===== src/hw/ecc_pkg.sv =====
// Shared constants and types for the flash array SECDED ECC block
// Notes on behaviour
// - Check codes cover aligned 16-byte data units of the array.
// - Moving a unit into an erased line stores its hidden check code.
// - Reads of a unit with a valid code and ECC on check the stored code and fix single-bit errors.
// - In single-bit mode, a first program of any amount sets the code for the whole unit.
// - Single-bit mode: reprogramming a unit disables its ECC, sets off flag.
// - Only a sector erase or a reset re-enables ECC on a disabled unit.
// - 16 bytes is the least granule keeping ECC; filling a unit in parts loses protection.
// - Double-bit detection mode is the default; it also reports 2-bit errors.
// - Double-bit mode stores and checks a 9-bit code instead of 8 bits.
// - Double-bit mode rejects byte programs and reprograms with program error.
// - A mode change either way invalidates every stored check code.
// - Volatile 16-bit error counter read as low and high byte.
// - Volatile 32-bit error address trap read as four bytes.
// - Trap takes the first error address after reset and holds it.
// - Counter steps on each single- or double-bit error found on reads until it saturates at 16'hffff.
package ecc_pkg;
	localparam int          UNIT_BYTES    = 16;
	localparam int          UNIT_LSB      = 4;
	localparam int          DATA_W        = 128;
	localparam int          HAM_W         = 8;
	localparam int          CHK_W         = 9;
	localparam int          CODE_LEN      = 136;
	localparam logic [31:0] OFS_TRAP_B2   = 32'h0080_0040;
	localparam logic [31:0] OFS_TRAP_B3   = 32'h0080_0041;
	localparam logic [31:0] OFS_STATUS    = 32'h0080_0089;
	localparam logic [31:0] OFS_COUNT_LO  = 32'h0080_008a;
	localparam logic [31:0] OFS_COUNT_HI  = 32'h0080_008b;
	localparam logic [31:0] OFS_TRAP_B0   = 32'h0080_008e;
	localparam logic [31:0] OFS_TRAP_B1   = 32'h0080_008f;
	localparam int          ST_DBL_POS    = 3;
	localparam int          ST_SGL_POS    = 1;
	localparam int          ST_OFF_POS    = 0;
	localparam logic [7:0]  STATUS_RST    = 8'h00;
	localparam logic [15:0] COUNT_RST     = 16'h0000;
	localparam logic [15:0] COUNT_MAX     = 16'hffff;
	localparam logic [31:0] TRAP_RST      = 32'h0000_0000;
	localparam logic        MODE_RST      = 1'b1;
	localparam logic [7:0]  ERASED_BYTE   = 8'hff;
	localparam logic [7:0]  UNMAPPED_BYTE = 8'h00;

	// Per-unit outcome of one array read
	typedef struct packed {
		logic dbl;
		logic sgl;
		logic off;
	} unit_flags_t;
endpackage : ecc_pkg


===== src/hw/secded_codec.sv =====
// Hamming SECDED encoder and checker for one 128-bit data unit
`timescale 1ns/1ps
module secded_codec (
	input  wire logic [ecc_pkg::DATA_W-1:0] data_i,
	input  wire logic [ecc_pkg::CHK_W-1:0]  chk_i,
	input  wire logic                       dbl_mode_i,
	output logic      [ecc_pkg::CHK_W-1:0]  chk_o,
	output logic      [ecc_pkg::DATA_W-1:0] data_o,
	output logic                            sgl_o,
	output logic                            dbl_o
);
	// Data bits fill the non-power-of-two code positions 3..136
	always_comb
	begin
		int k;
		logic [ecc_pkg::HAM_W-1:0] syn;
		logic par;
		k = 0;
		syn = '0;
		par = 1'b0;
		chk_o = '0;
		data_o = data_i;
		for (int p = 1; p <= ecc_pkg::CODE_LEN; p++)
			if ((p & (p - 1)) != 0)
			begin
				for (int j = 0; j < ecc_pkg::HAM_W; j++)
					if (p[j])
						chk_o[j] = chk_o[j] ^ data_i[k];
				k++;
			end
		// Overall parity bit, only stored in double-bit mode
		chk_o[ecc_pkg::HAM_W] = ^data_i ^ ^chk_o[ecc_pkg::HAM_W-1:0];
		syn = chk_o[ecc_pkg::HAM_W-1:0] ^ chk_i[ecc_pkg::HAM_W-1:0];
		par = ^data_i ^ ^chk_i;
		if (dbl_mode_i)
		begin
			sgl_o = par;
			dbl_o = !par && (syn != '0);
		end
		else
		begin
			sgl_o = (syn != '0);
			dbl_o = 1'b0;
		end
		// Flip the data bit the syndrome points at; check-bit hits need none
		k = 0;
		for (int p = 1; p <= ecc_pkg::CODE_LEN; p++)
			if ((p & (p - 1)) != 0)
			begin
				if (sgl_o && syn == ecc_pkg::HAM_W'(p))
					data_o[k] = !data_i[k];
				k++;
			end
	end
endmodule : secded_codec


===== src/hw/flash_array_secded_ecc.sv =====
// Array ECC engine: code store, program checks, read fixes, error regs
`timescale 1ns/1ps
module flash_array_secded_ecc #(
	parameter int UNITS     = 64,
	parameter int UNITS_SEC = 16
) (
	input  wire logic                       ref_clk_i,
	input  wire logic                       srst_i,
	input  wire logic                       dbl_mode_i,
	input  wire logic                       erase_valid_i,
	input  wire logic [31:0]                erase_addr_i,
	input  wire logic                       prog_valid_i,
	input  wire logic [31:0]                prog_addr_i,
	input  wire logic [ecc_pkg::DATA_W-1:0] prog_data_i,
	input  wire logic [ecc_pkg::UNIT_BYTES-1:0] prog_mask_i,
	output logic                            prog_done_o,
	output logic                            prog_err_o,
	input  wire logic                       rd_valid_i,
	input  wire logic [31:0]                rd_addr_i,
	input  wire logic [ecc_pkg::DATA_W-1:0] rd_raw_i,
	output logic                            rd_valid_o,
	output logic      [ecc_pkg::DATA_W-1:0] rd_data_o,
	output ecc_pkg::unit_flags_t            rd_flags_o,
	input  wire logic                       reg_rd_i,
	input  wire logic [31:0]                reg_addr_i,
	output logic                            reg_rvalid_o,
	output logic      [7:0]                 reg_rdata_o
);
	localparam int UNIT_AW = (UNITS > 1) ? $clog2(UNITS) : 1;
	localparam int SEC_SH  = $clog2(UNITS_SEC);

	// Unit index of a byte address; one slice shared by all three paths
	function automatic logic [UNIT_AW-1:0] unit_of(input logic [31:0] a);
		return a[ecc_pkg::UNIT_LSB +: UNIT_AW];
	endfunction : unit_of

	// Per-unit bookkeeping kept in hidden array space
	logic [UNITS-1:0]           prog_q;
	logic [UNITS-1:0]           off_q;
	logic [UNITS-1:0]           cv_q;
	logic [ecc_pkg::CHK_W-1:0]  chk_mem [UNITS];
	logic                       mode_q;
	logic [7:0]                 status_q;
	logic [15:0]                count_q;
	logic [31:0]                trap_q;
	logic                       trap_hit_q;

	logic [UNIT_AW-1:0]         p_unit;
	logic [UNIT_AW-1:0]         r_unit;
	logic [UNITS-1:0]           sect_hit;
	logic                       prog_take;
	logic                       rd_take;
	logic                       mode_chg;
	logic                       p_first;
	logic                       p_err;
	logic [ecc_pkg::DATA_W-1:0] p_merged;
	logic [ecc_pkg::CHK_W-1:0]  p_chk;
	logic [ecc_pkg::CHK_W-1:0]  p_store;
	logic [ecc_pkg::DATA_W-1:0] r_fixed;
	logic                       r_sgl;
	logic                       r_dbl;
	logic                       r_active;
	ecc_pkg::unit_flags_t       r_flags;

	// One operation per cycle; erase beats program beats read
	assign prog_take = prog_valid_i && !erase_valid_i;
	assign rd_take   = rd_valid_i && !erase_valid_i && !prog_valid_i;
	assign mode_chg  = dbl_mode_i != mode_q;

	// Units are aligned 16-byte slices of the byte address
	assign p_unit = unit_of(prog_addr_i);
	assign r_unit = unit_of(rd_addr_i);

	// Units sharing the erased sector
	always_comb
	begin
		for (int u = 0; u < UNITS; u++)
			sect_hit[u] = ((u >> SEC_SH) ==
				int'(unit_of(erase_addr_i) >> SEC_SH));
	end

	// Bytes outside the mask stay erased, so the code covers all 16
	always_comb
	begin
		for (int b = 0; b < ecc_pkg::UNIT_BYTES; b++)
			p_merged[8*b +: 8] = prog_mask_i[b] ? prog_data_i[8*b +: 8]
				: ecc_pkg::ERASED_BYTE;
	end

	// Encoder for the program path
	secded_codec u_enc (
		.data_i     (p_merged),
		.chk_i      ('0),
		.dbl_mode_i (dbl_mode_i),
		.chk_o      (p_chk),
		.data_o     (),
		.sgl_o      (),
		.dbl_o      ()
	);

	// Single-bit mode keeps only the 8 Hamming bits
	assign p_store = dbl_mode_i ? p_chk
		: {1'b0, p_chk[ecc_pkg::HAM_W-1:0]};

	// Double-bit mode refuses partial units and second programs
	assign p_first = !prog_q[p_unit];
	assign p_err   = dbl_mode_i && (!p_first || !(&prog_mask_i));

	// Checker for the read path
	secded_codec u_chk (
		.data_i     (rd_raw_i),
		.chk_i      (chk_mem[r_unit]),
		.dbl_mode_i (dbl_mode_i),
		.chk_o      (),
		.data_o     (r_fixed),
		.sgl_o      (r_sgl),
		.dbl_o      (r_dbl)
	);

	// A unit is checked only with a valid code and ECC still on
	assign r_active = prog_q[r_unit] && cv_q[r_unit] && !off_q[r_unit];

	always_comb
	begin
		r_flags.off = off_q[r_unit] || (prog_q[r_unit] && !cv_q[r_unit]);
		r_flags.sgl = r_active && r_sgl;
		r_flags.dbl = r_active && r_dbl && dbl_mode_i;
	end

	// Mode follower; powers up in double-bit detection
	always_ff @(posedge ref_clk_i)
	begin
		if (srst_i)
			mode_q <= ecc_pkg::MODE_RST;
		else
			mode_q <= dbl_mode_i;
	end

	// Programmed and disabled flags per unit
	always_ff @(posedge ref_clk_i)
	begin
		if (srst_i)
		begin
			prog_q <= '0;
			off_q  <= '0;
		end
		else if (erase_valid_i)
		begin
			prog_q <= prog_q & ~sect_hit;
			off_q  <= off_q & ~sect_hit;
		end
		else if (prog_take && !p_err)
		begin
			prog_q[p_unit] <= 1'b1;
			if (!p_first)
				off_q[p_unit] <= 1'b1;
		end
	end

	// Code-valid flags; a mode change voids every code at once
	always_ff @(posedge ref_clk_i)
	begin
		if (srst_i)
			cv_q <= '0;
		else if (mode_chg)
			cv_q <= '0;
		else if (erase_valid_i)
			cv_q <= cv_q & ~sect_hit;
		else if (prog_take && !p_err && p_first)
			cv_q[p_unit] <= 1'b1;
	end

	// Hidden code storage, no reset needed: cv_q guards every use
	always_ff @(posedge ref_clk_i)
	begin
		if (prog_take && !p_err && p_first)
			chk_mem[p_unit] <= p_store;
	end

	// Program answer one cycle after the request
	always_ff @(posedge ref_clk_i)
	begin
		if (srst_i)
		begin
			prog_done_o <= 1'b0;
			prog_err_o  <= 1'b0;
		end
		else
		begin
			prog_done_o <= prog_take;
			prog_err_o  <= prog_take && p_err;
		end
	end

	// Corrected read data, one cycle latency
	always_ff @(posedge ref_clk_i)
	begin
		if (srst_i)
		begin
			rd_valid_o <= 1'b0;
			rd_data_o  <= '0;
			rd_flags_o <= '0;
		end
		else
		begin
			rd_valid_o <= rd_take;
			if (rd_take)
			begin
				rd_data_o  <= r_active ? r_fixed : rd_raw_i;
				rd_flags_o <= r_flags;
			end
		end
	end

	// Status tracks the last read unit only
	always_ff @(posedge ref_clk_i)
	begin
		if (srst_i)
			status_q <= ecc_pkg::STATUS_RST;
		else if (rd_take)
		begin
			status_q <= ecc_pkg::STATUS_RST;
			status_q[ecc_pkg::ST_DBL_POS] <= r_flags.dbl;
			status_q[ecc_pkg::ST_SGL_POS] <= r_flags.sgl;
			status_q[ecc_pkg::ST_OFF_POS] <= r_flags.off;
		end
	end

	// Saturating tally, so a long run never wraps to a clean zero
	always_ff @(posedge ref_clk_i)
	begin
		if (srst_i)
			count_q <= ecc_pkg::COUNT_RST;
		else if (rd_take && (r_flags.sgl || r_flags.dbl)
			&& count_q != ecc_pkg::COUNT_MAX)
			count_q <= count_q + 16'h0001;
	end

	// First failing address after reset, frozen afterwards
	always_ff @(posedge ref_clk_i)
	begin
		if (srst_i)
		begin
			trap_q     <= ecc_pkg::TRAP_RST;
			trap_hit_q <= 1'b0;
		end
		else if (rd_take && !trap_hit_q && (r_flags.sgl || r_flags.dbl))
		begin
			trap_q     <= rd_addr_i;
			trap_hit_q <= 1'b1;
		end
	end

	// Byte-wide register reads, answered next cycle
	always_ff @(posedge ref_clk_i)
	begin
		if (srst_i)
		begin
			reg_rvalid_o <= 1'b0;
			reg_rdata_o  <= ecc_pkg::UNMAPPED_BYTE;
		end
		else
		begin
			reg_rvalid_o <= reg_rd_i;
			if (reg_rd_i)
				unique case (reg_addr_i)
					ecc_pkg::OFS_STATUS:   reg_rdata_o <= status_q;
					ecc_pkg::OFS_COUNT_LO: reg_rdata_o <= count_q[7:0];
					ecc_pkg::OFS_COUNT_HI: reg_rdata_o <= count_q[15:8];
					ecc_pkg::OFS_TRAP_B0:  reg_rdata_o <= trap_q[7:0];
					ecc_pkg::OFS_TRAP_B1:  reg_rdata_o <= trap_q[15:8];
					ecc_pkg::OFS_TRAP_B2:  reg_rdata_o <= trap_q[23:16];
					ecc_pkg::OFS_TRAP_B3:  reg_rdata_o <= trap_q[31:24];
					default:               reg_rdata_o <= ecc_pkg::UNMAPPED_BYTE;
				endcase
		end
	end
endmodule : flash_array_secded_ecc


===== config.mk =====
export PLATFORM = sky130hd
export DESIGN_NAME = flash_array_secded_ecc
export DESIGN_NICKNAME = d
export VERILOG_FILES = /design/src/hw/ecc_pkg.sv /design/src/hw/secded_codec.sv /design/src/hw/flash_array_secded_ecc.sv
export SDC_FILE = /design/constraint.sdc
export NUM_CORES = 2
export LEC_CHECK = 0
export BUFFER_PORTS_ARGS = -buffer_cell sky130_fd_sc_hd__buf_2
export CORE_MARGIN = 4
export CORE_UTILIZATION = 40
export DETAILED_ROUTE_END_ITERATION = 8
export SYNTH_ARGS = -nofsm -noshare
export SYNTH_HDL_FRONTEND = slang
export SYNTH_SLANG_ARGS = --single-unit

===== constraint.sdc =====
create_clock -name ref_clk_i -period 8.15 [get_ports ref_clk_i]
set_clock_uncertainty 0.05 [all_clocks]
set_input_delay 1.63 -clock ref_clk_i [delete_from_list [all_inputs] [get_ports ref_clk_i]]
set_output_delay 1.63 -clock ref_clk_i [all_outputs]
set_load 0.01 [all_outputs]

# Yosys cells after proc, flatten, opt, wreduce, memory -nomap -nowiden
# Memories as Yosys holds them, arrays and structs flattened.
# Index checks and enable logic that the tools add are counted.
# W data, S select, Z words.
[classes]
add_sub_neg = 1
n_lt_le_gt_ge = 3
eq_ne = 140
muxes = 200
bitwise_logic = 918
n_reduce_logical = 302
[ops]
columns = ["op", "n"]
rows = [
  ["$mux W64", 24],
  ["$xor A1 B1 Y1", 910],
  ["$mux W128", 4],
  ["$eq A8 B7 Y1 const B", 63],
  ["$reduce_xor A128 Y1", 2],
  ["$eq A8 B6 Y1 const B", 31],
  ["$eq A32 B24 Y1 const B", 7],
  ["$and A64 B64 Y64", 3],
  ["$or A64 B64 Y64", 3],
  ["$mux W8", 23],
  ["$logic_and A1 B1 Y1", 147],
  ["$logic_not A1 Y1", 137],
  ["$mux W127", 1],
  ["$mux W126", 1],
  ["$mux W125", 1],
  ["$mux W124", 1],
  ["$mux W123", 1],
  ["$mux W122", 1],
  ["$mux W121", 1],
  ["$eq A8 B5 Y1 const B", 15],
  ["$mux W120", 1],
  ["$mux W119", 1],
  ["$mux W118", 1],
  ["$mux W117", 1],
  ["140 further kinds", 184],
]
[totals]
register_bits = 393
mem_bits_rw = 576
inputBits = 407
out_inout_bits = 143
elab_cells = 1582
n_memories = 1
[mem_list]
columns = ["memory", "words", "width", "read_ports", "rd_clocked_by_memory_dff", "wr", "line", "source"]
rows = [
  ["chk_mem", 64, 9, 1, 0, 1, "flash_array_secded_ecc.sv:41", "logic [ecc_pkg::CHK_W-1:0] chk_mem [UNITS];"],
]

# Depth between registers and ports, before layout
[logic_depth]
word_depth = 201
depth_mapped = 20
ltp_nobuf = 11

# Modules after synthesis
# From an unflattened synthesis, not the netlist that was laid out.
[hier_totals]
hier_cells = 4019
area_unflattened_um2 = 50753.7
[by_module_without_submodules]
columns = ["mod", "n_inst", "cells_per_inst", "area_per_inst_um2", "seq_area_each_um2"]
rows = [
  ["flash_array_secded_ecc", 1, 2847, 39954.6, 25004.0],
  ["secded_codec at u_enc", 1, 586, 5497.8, 0.0],
  ["secded_codec at u_chk", 1, 586, 5301.3, 0.0],
]

# Worst setup path before layout
# OpenSTA, ideal clock, no wires.
[synth_path]
kind = "in2reg"
from = "in prog_mask_i[7] (netlist bit)"
to = "mem chk_mem[0][8] (netlist bit), data pin"
setup_time_ns = 0.367
arrival_time_ns = 6.643
required_time_ns = 7.733
path_slack_ns = 1.089
cell_stages = 12
n_path_buf = 1
cell_sequence = "clkbuf_1 > nor2b_1 > xnor2_1 > xnor2_1 > xnor2_1 > xnor2_1 > xnor2_1 > xnor2_1 > xnor2_1 > xnor3_1 > xnor2_1 > and2_1"
[synth_via]
elab_cells_between_ends = 278
classes_between = "mux: 2; bitwise: 274; reduce/logical: 2"
[synth_lines]
columns = ["item", "line", "source"]
rows = [
  ["start: declaration", "flash_array_secded_ecc.sv:15", "input wire logic [ecc_pkg::UNIT_BYTES-1:0] prog_mask_i,"],
  ["$mux W8", "flash_array_secded_ecc.sv:86", "p_merged[8*b +: 8] = prog_mask_i[b] ? prog_data_i[8*b +: 8]"],
  ["$xor A1 B1 Y1 (33 in series)", "secded_codec.sv:28", "chk_o[j] = chk_o[j] ^ data_i[k];"],
  ["named net p_chk (one bit)", "flash_array_secded_ecc.sv:57", "logic [ecc_pkg::CHK_W-1:0] p_chk;"],
  ["$reduce_xor A8 Y1", "secded_codec.sv:32", "chk_o[ecc_pkg::HAM_W] = ^data_i ^ ^chk_o[ecc_pkg::HAM_W-1:0];"],
  ["$xor A1 B1 Y1", "secded_codec.sv:32", ""],
  ["$mux W9", "flash_array_secded_ecc.sv:102", "assign p_store = dbl_mode_i ? p_chk"],
  ["named net p_store (one bit)", "flash_array_secded_ecc.sv:58", "logic [ecc_pkg::CHK_W-1:0] p_store;"],
  ["end: declaration", "flash_array_secded_ecc.sv:41", ""],
]
# The timed path passes the listed nets, and every way through them passes these cells.

# Final worst setup path
[layout_path]
from = "in rd_addr_i[5]"
to = "reg count_q[5]"
[layout_via]
elab_chain_len = 12
elab_cells_between_ends = 25
classes_between = "mux: 8; bitwise: 2; reduce/logical: 14; memory: 1"
[layout_lines]
columns = ["item", "line", "source"]
rows = [
  ["start: declaration", "flash_array_secded_ecc.sv:19", "input wire logic [31:0] rd_addr_i,"],
  ["$mem_v2 Z64 W9", "n/a", ""],
  ["$reduce_xor A9 Y1", "secded_codec.sv:34", "par = ^data_i ^ ^chk_i;"],
  ["$xor A1 B1 Y1", "secded_codec.sv:34", ""],
  ["$logic_not A1 Y1", "secded_codec.sv:38", "dbl_o = !par && (syn != '0);"],
  ["$logic_and A1 B1 Y1", "secded_codec.sv:38", ""],
  ["$mux W1", "secded_codec.sv:35", "if (dbl_mode_i)"],
  ["$logic_and A1 B1 Y1 (2 in series)", "flash_array_secded_ecc.sv:127", "r_flags.dbl = r_active && r_dbl && dbl_mode_i;"],
  ["$logic_or A1 B1 Y1 (*)", "flash_array_secded_ecc.sv:234", "else if (rd_take && (r_flags.sgl || r_flags.dbl)"],
  ["$logic_and A1 B1 Y1 (*)", "flash_array_secded_ecc.sv:234", ""],
  ["$logic_and A1 B1 Y1 (*)", "flash_array_secded_ecc.sv:235", "&& count_q != ecc_pkg::COUNT_MAX)"],
  ["$reduce_bool A2 Y1 (no source line) (*)", "n/a", ""],
  ["end signal: assignment", "flash_array_secded_ecc.sv:233", "count_q <= ecc_pkg::COUNT_RST;"],
  ["end signal: assignment", "flash_array_secded_ecc.sv:236", "count_q <= count_q + 16'h0001;"],
  ["end: declaration", "flash_array_secded_ecc.sv:44", "logic [15:0] count_q;"],
]
# Every way passes the cells marked *; elsewhere a longest branch is shown, timed or not. The select of a mux whose other input is x is not followed.
# A chain may end at the register's enable or synchronous reset.

==> key figures <==
Clock network
  – Postcts setup bufs: 0
  – CTS buffer count: 102
  – Hold-fix buffers, CTS: 0
  – Post-CTS resize count: 0
  – Root Driver: clkbuf_16
  – Worst-path clk slew: 60 ps
  – Longest Clk Path Bufs: 3
  – Clk sinks: 961
  – TritonCTS clock tree: done
  – H-tree levels: 3
  – Worst skew pair latency: 680 ps

Final layout
  – Nets: between 4000 and 5000
  – Util after Layout: a little under half
  – Fin area: 0.0549 mm^2
  – Area delta synth->final: 16.9%
  – Commonest non-fill, non-tap cell in the layout: edfxtp_1
  – Reg area: approximately 0.025 mm^2
  – Fillers: 10558
  – Most frequent cells in the layout: 576 x edfxtp_1, 492 x xnor2_1, 488 x buf_2, 385 x dfxtp_1, 351 x nand2_1
  – Share of cells above drive strength 1: 26.7%
  – Multi-input gate area: between 0.02 and 0.025 mm^2

Logic synthesis
  – Mux cell area share after synthesis: 11.8%
  – FF+latch count, synth: 961
  – Net Count, Synth: 4133
  – Yosys warning total: 0
  – Post-synth EDFFs: 576
  – Top_reg_cell synth: edfxtp_1
  – Synth Area in Simple Gates: 8.36%
  – Synth Cell Area: 0.0469 mm^2
  – Largest family of logic cells by synthesized area: XOR/XNOR gates
  – Seq/Total Area, Yosys: 53.3%
  – Avg Cell Area, Syn: around 13 um^2
  – Post-synth cell types: 72
  – Xor/xnor share of the synthesized area: 13.2%
  – Asr flop ratio synth: 0%
  – Cells after Synth: 3725
  – Synth Area in Compound Gates: 10.7%
  – Synthesized-area fraction occupied by adder cells: 0.0267%

Drt
  – Number of detailed-route iterations in the first pass: 6
  – Routed WL: between 100 and 150 mm
  – Vias per cell: 5.68
  – DRC violations left: 0
  – DRT antenna net count: 0
  – 1st-iter DRT viols: 3282
  – DR WL/cell: 25.7 um
  – Vias post-DR: 33030

Global route
  – First-pass GRT wire length: ~220 mm
  – Largest net degree at the start of global routing: 132
  – Vias in the first global route: 32433
  – Gr usage total: 23.7%
  – Antenna violations before repair: 7
  – GRT overflow: 0

STA
  – Worst-margin pin slew: 1240 ps
  – Fmax: approximately 150 MHz
  – Fin crit period: between 6000 and 7000 ps
  – Setup-failing EPs final: 0
  – Hold WS: 391 ps
  – Worst slew margin: between 10% and 20%
  – Crit share post-route: 79.7%
  – Setup TNS: 0 ps
  – Max-slew violations: 0
  – Final Hold Vio Count: 0
  – RSZ-0062 raised after global routing: false

Placed design
  – DPL Wire Length: 105 mm
  – Port bufs: 493
  – Final Wtd Congestion: 0.898
  – Post-DP Area: 0.0514 mm^2

Critical path
  – WP data required: 8690 ps
  – CP arrival: between 7000 and 8000 ps
  – Crit end category: flip-flop
  – Startpoint Class: primary input
  – Kind of critical path: primary input to flip-flop
  – Crit Path Max Fanout: 65

Floorplan
  – IO Pins: 550
  – Die footprint: between 0.1 and 0.15 mm^2
  – Row count: 125
  – Starting Density: 40.3%
  – Core area: 0.116 mm^2
  – Horiz. Die Dim: 351 um
  – Height of the die: 351 um

Pwr
  – Sequential share of power: 35.1%
  – Worst VDD drop: 1210 uV
  – Int Power: 12.2 mW
  – Total chip power: roughly 21 mW
  – Comb pwr share: 42.4%
  – P_sw: 9.23 mW
  – Sw frac: 43.1%
  – Clock Power Share: 22.5%
  – P_leak: 18.3 nW
  – Power per standard cell area: 390 mW/mm^2

Job
  – Total of max-cap violations: 0

Status
  – Status: finished, final reports clean

Hold path
  – Worst Hold Class: flip-flop to flip-flop
==> synth_stat cells, drive strengths merged, types with 9 or more instances <==
cell type	count	area share, %
edfxtp	576	37
xnor2	499	9.3
dfxtp	385	16
nand2	351	2.8
nor2	247	2.0
mux4	217	10
o21ai	201	2.1
clkbuf	160	1.3
xor2	138	2.6
a2111oi	128	3.5
a21oi	110	1.2
buf	103	1.2
nor3	60	0.66
a22oi	57	0.91
nand3	54	0.58
mux2i	51	1.1
nor2b	42	0.56
o31ai	33	0.53
xnor3	27	1.3
a22o	26	0.49
and2	25	0.33
a31oi	22	0.29
or4	17	0.27
nor4	16	0.21
mux2	14	0.34
nand4	14	0.19
nand2b	13	0.17
a32o	12	0.26
a32oi	11	0.21
and3	10	0.13
inv	10	0.080
a221oi	9	0.17
==> power groups by stage <==
stage                     Clock [mW]  Sequential (mW)  Combinational (mW)
after floorplan                    0             7.73                6.03
after global placement             0             7.63                8.94
after detailed placement           0             7.61                9.05
after CTS                       4.89             7.51                9.05
after global routing            5.11             7.47                9.52
final                           4.82             7.50                9.07
==> cell families (layout without fill, tap and decap cells) <==
family	after synthesis	after routing
other	0	6
muxes	282	282
xor gates and xnor gates	665	665
and+or+nand+nor	879	879
AOI/OAI and AO/OA	663	663
adders and majority gates	1	1
DFF	961	961
buffers and inverters	274	830
==> cell type report <==
cell class                 count  area share, %
antenna                        6         0.0274
clock buffer                 123           5.00
clock inverter                67           1.35
inverter                      11         0.0752
multi-input combinational   2490           38.1
sequential                   961           45.6
tap                         1524           3.47
timing repair buffer         629           6.46
==> routing by layer <==
layer  track usage (%)  routed length (um)
met1              31.0               60000
met2              40.3               73100
met3              3.17               10700
met4              8.65                5520
met5                 0                   0
==> final timing paths <==
kind	from	end	slack, ps	cells after the start
setup / recovery	rd_addr_i[5]	count_q[5]$_SDFFE_PP0P_	1660	11
hold / removal	rd_data_o[98]$_SDFFE_PP0P_	rd_data_o[98]$_SDFFE_PP0P_	390	2
hold reg to reg	rd_data_o[98]$_SDFFE_PP0P_	rd_data_o[98]$_SDFFE_PP0P_	390	2
setup reg to reg	chk_mem[44][3]$_DFFE_PP_	count_q[5]$_SDFFE_PP0P_	3050	11
==> worst max-delay path, cell delays in order <==
cell	delay, ps
buf_6	560
nor2b_1	860
a2111oi_0	300
a2111oi_0	440
o21ai_1	280
xor2_1	480
xnor3_1	400
xnor3_4	510
o2111a_2	650
or4_1	640
a21oi_1	150
==> sequential cells by signal (all words and copies together), names as in the netlist, 2 cells and up <==
name         count
chk_mem        576
rd_data_o      128
cv_q            64
off_q           64
prog_q          64
trap_q          32
count_q         16
reg_rdata_o      8
status_q         2
==> metrics by stage <==
step	std cells	worst slack, ps
global route	5807	1220
finish	5811	1660
global placement	5615	1050
floorplan	3725	1090
detailed placement	5615	1000
CTS	5805	1710
Note: power is estimated with default switching activity, not from simulation.
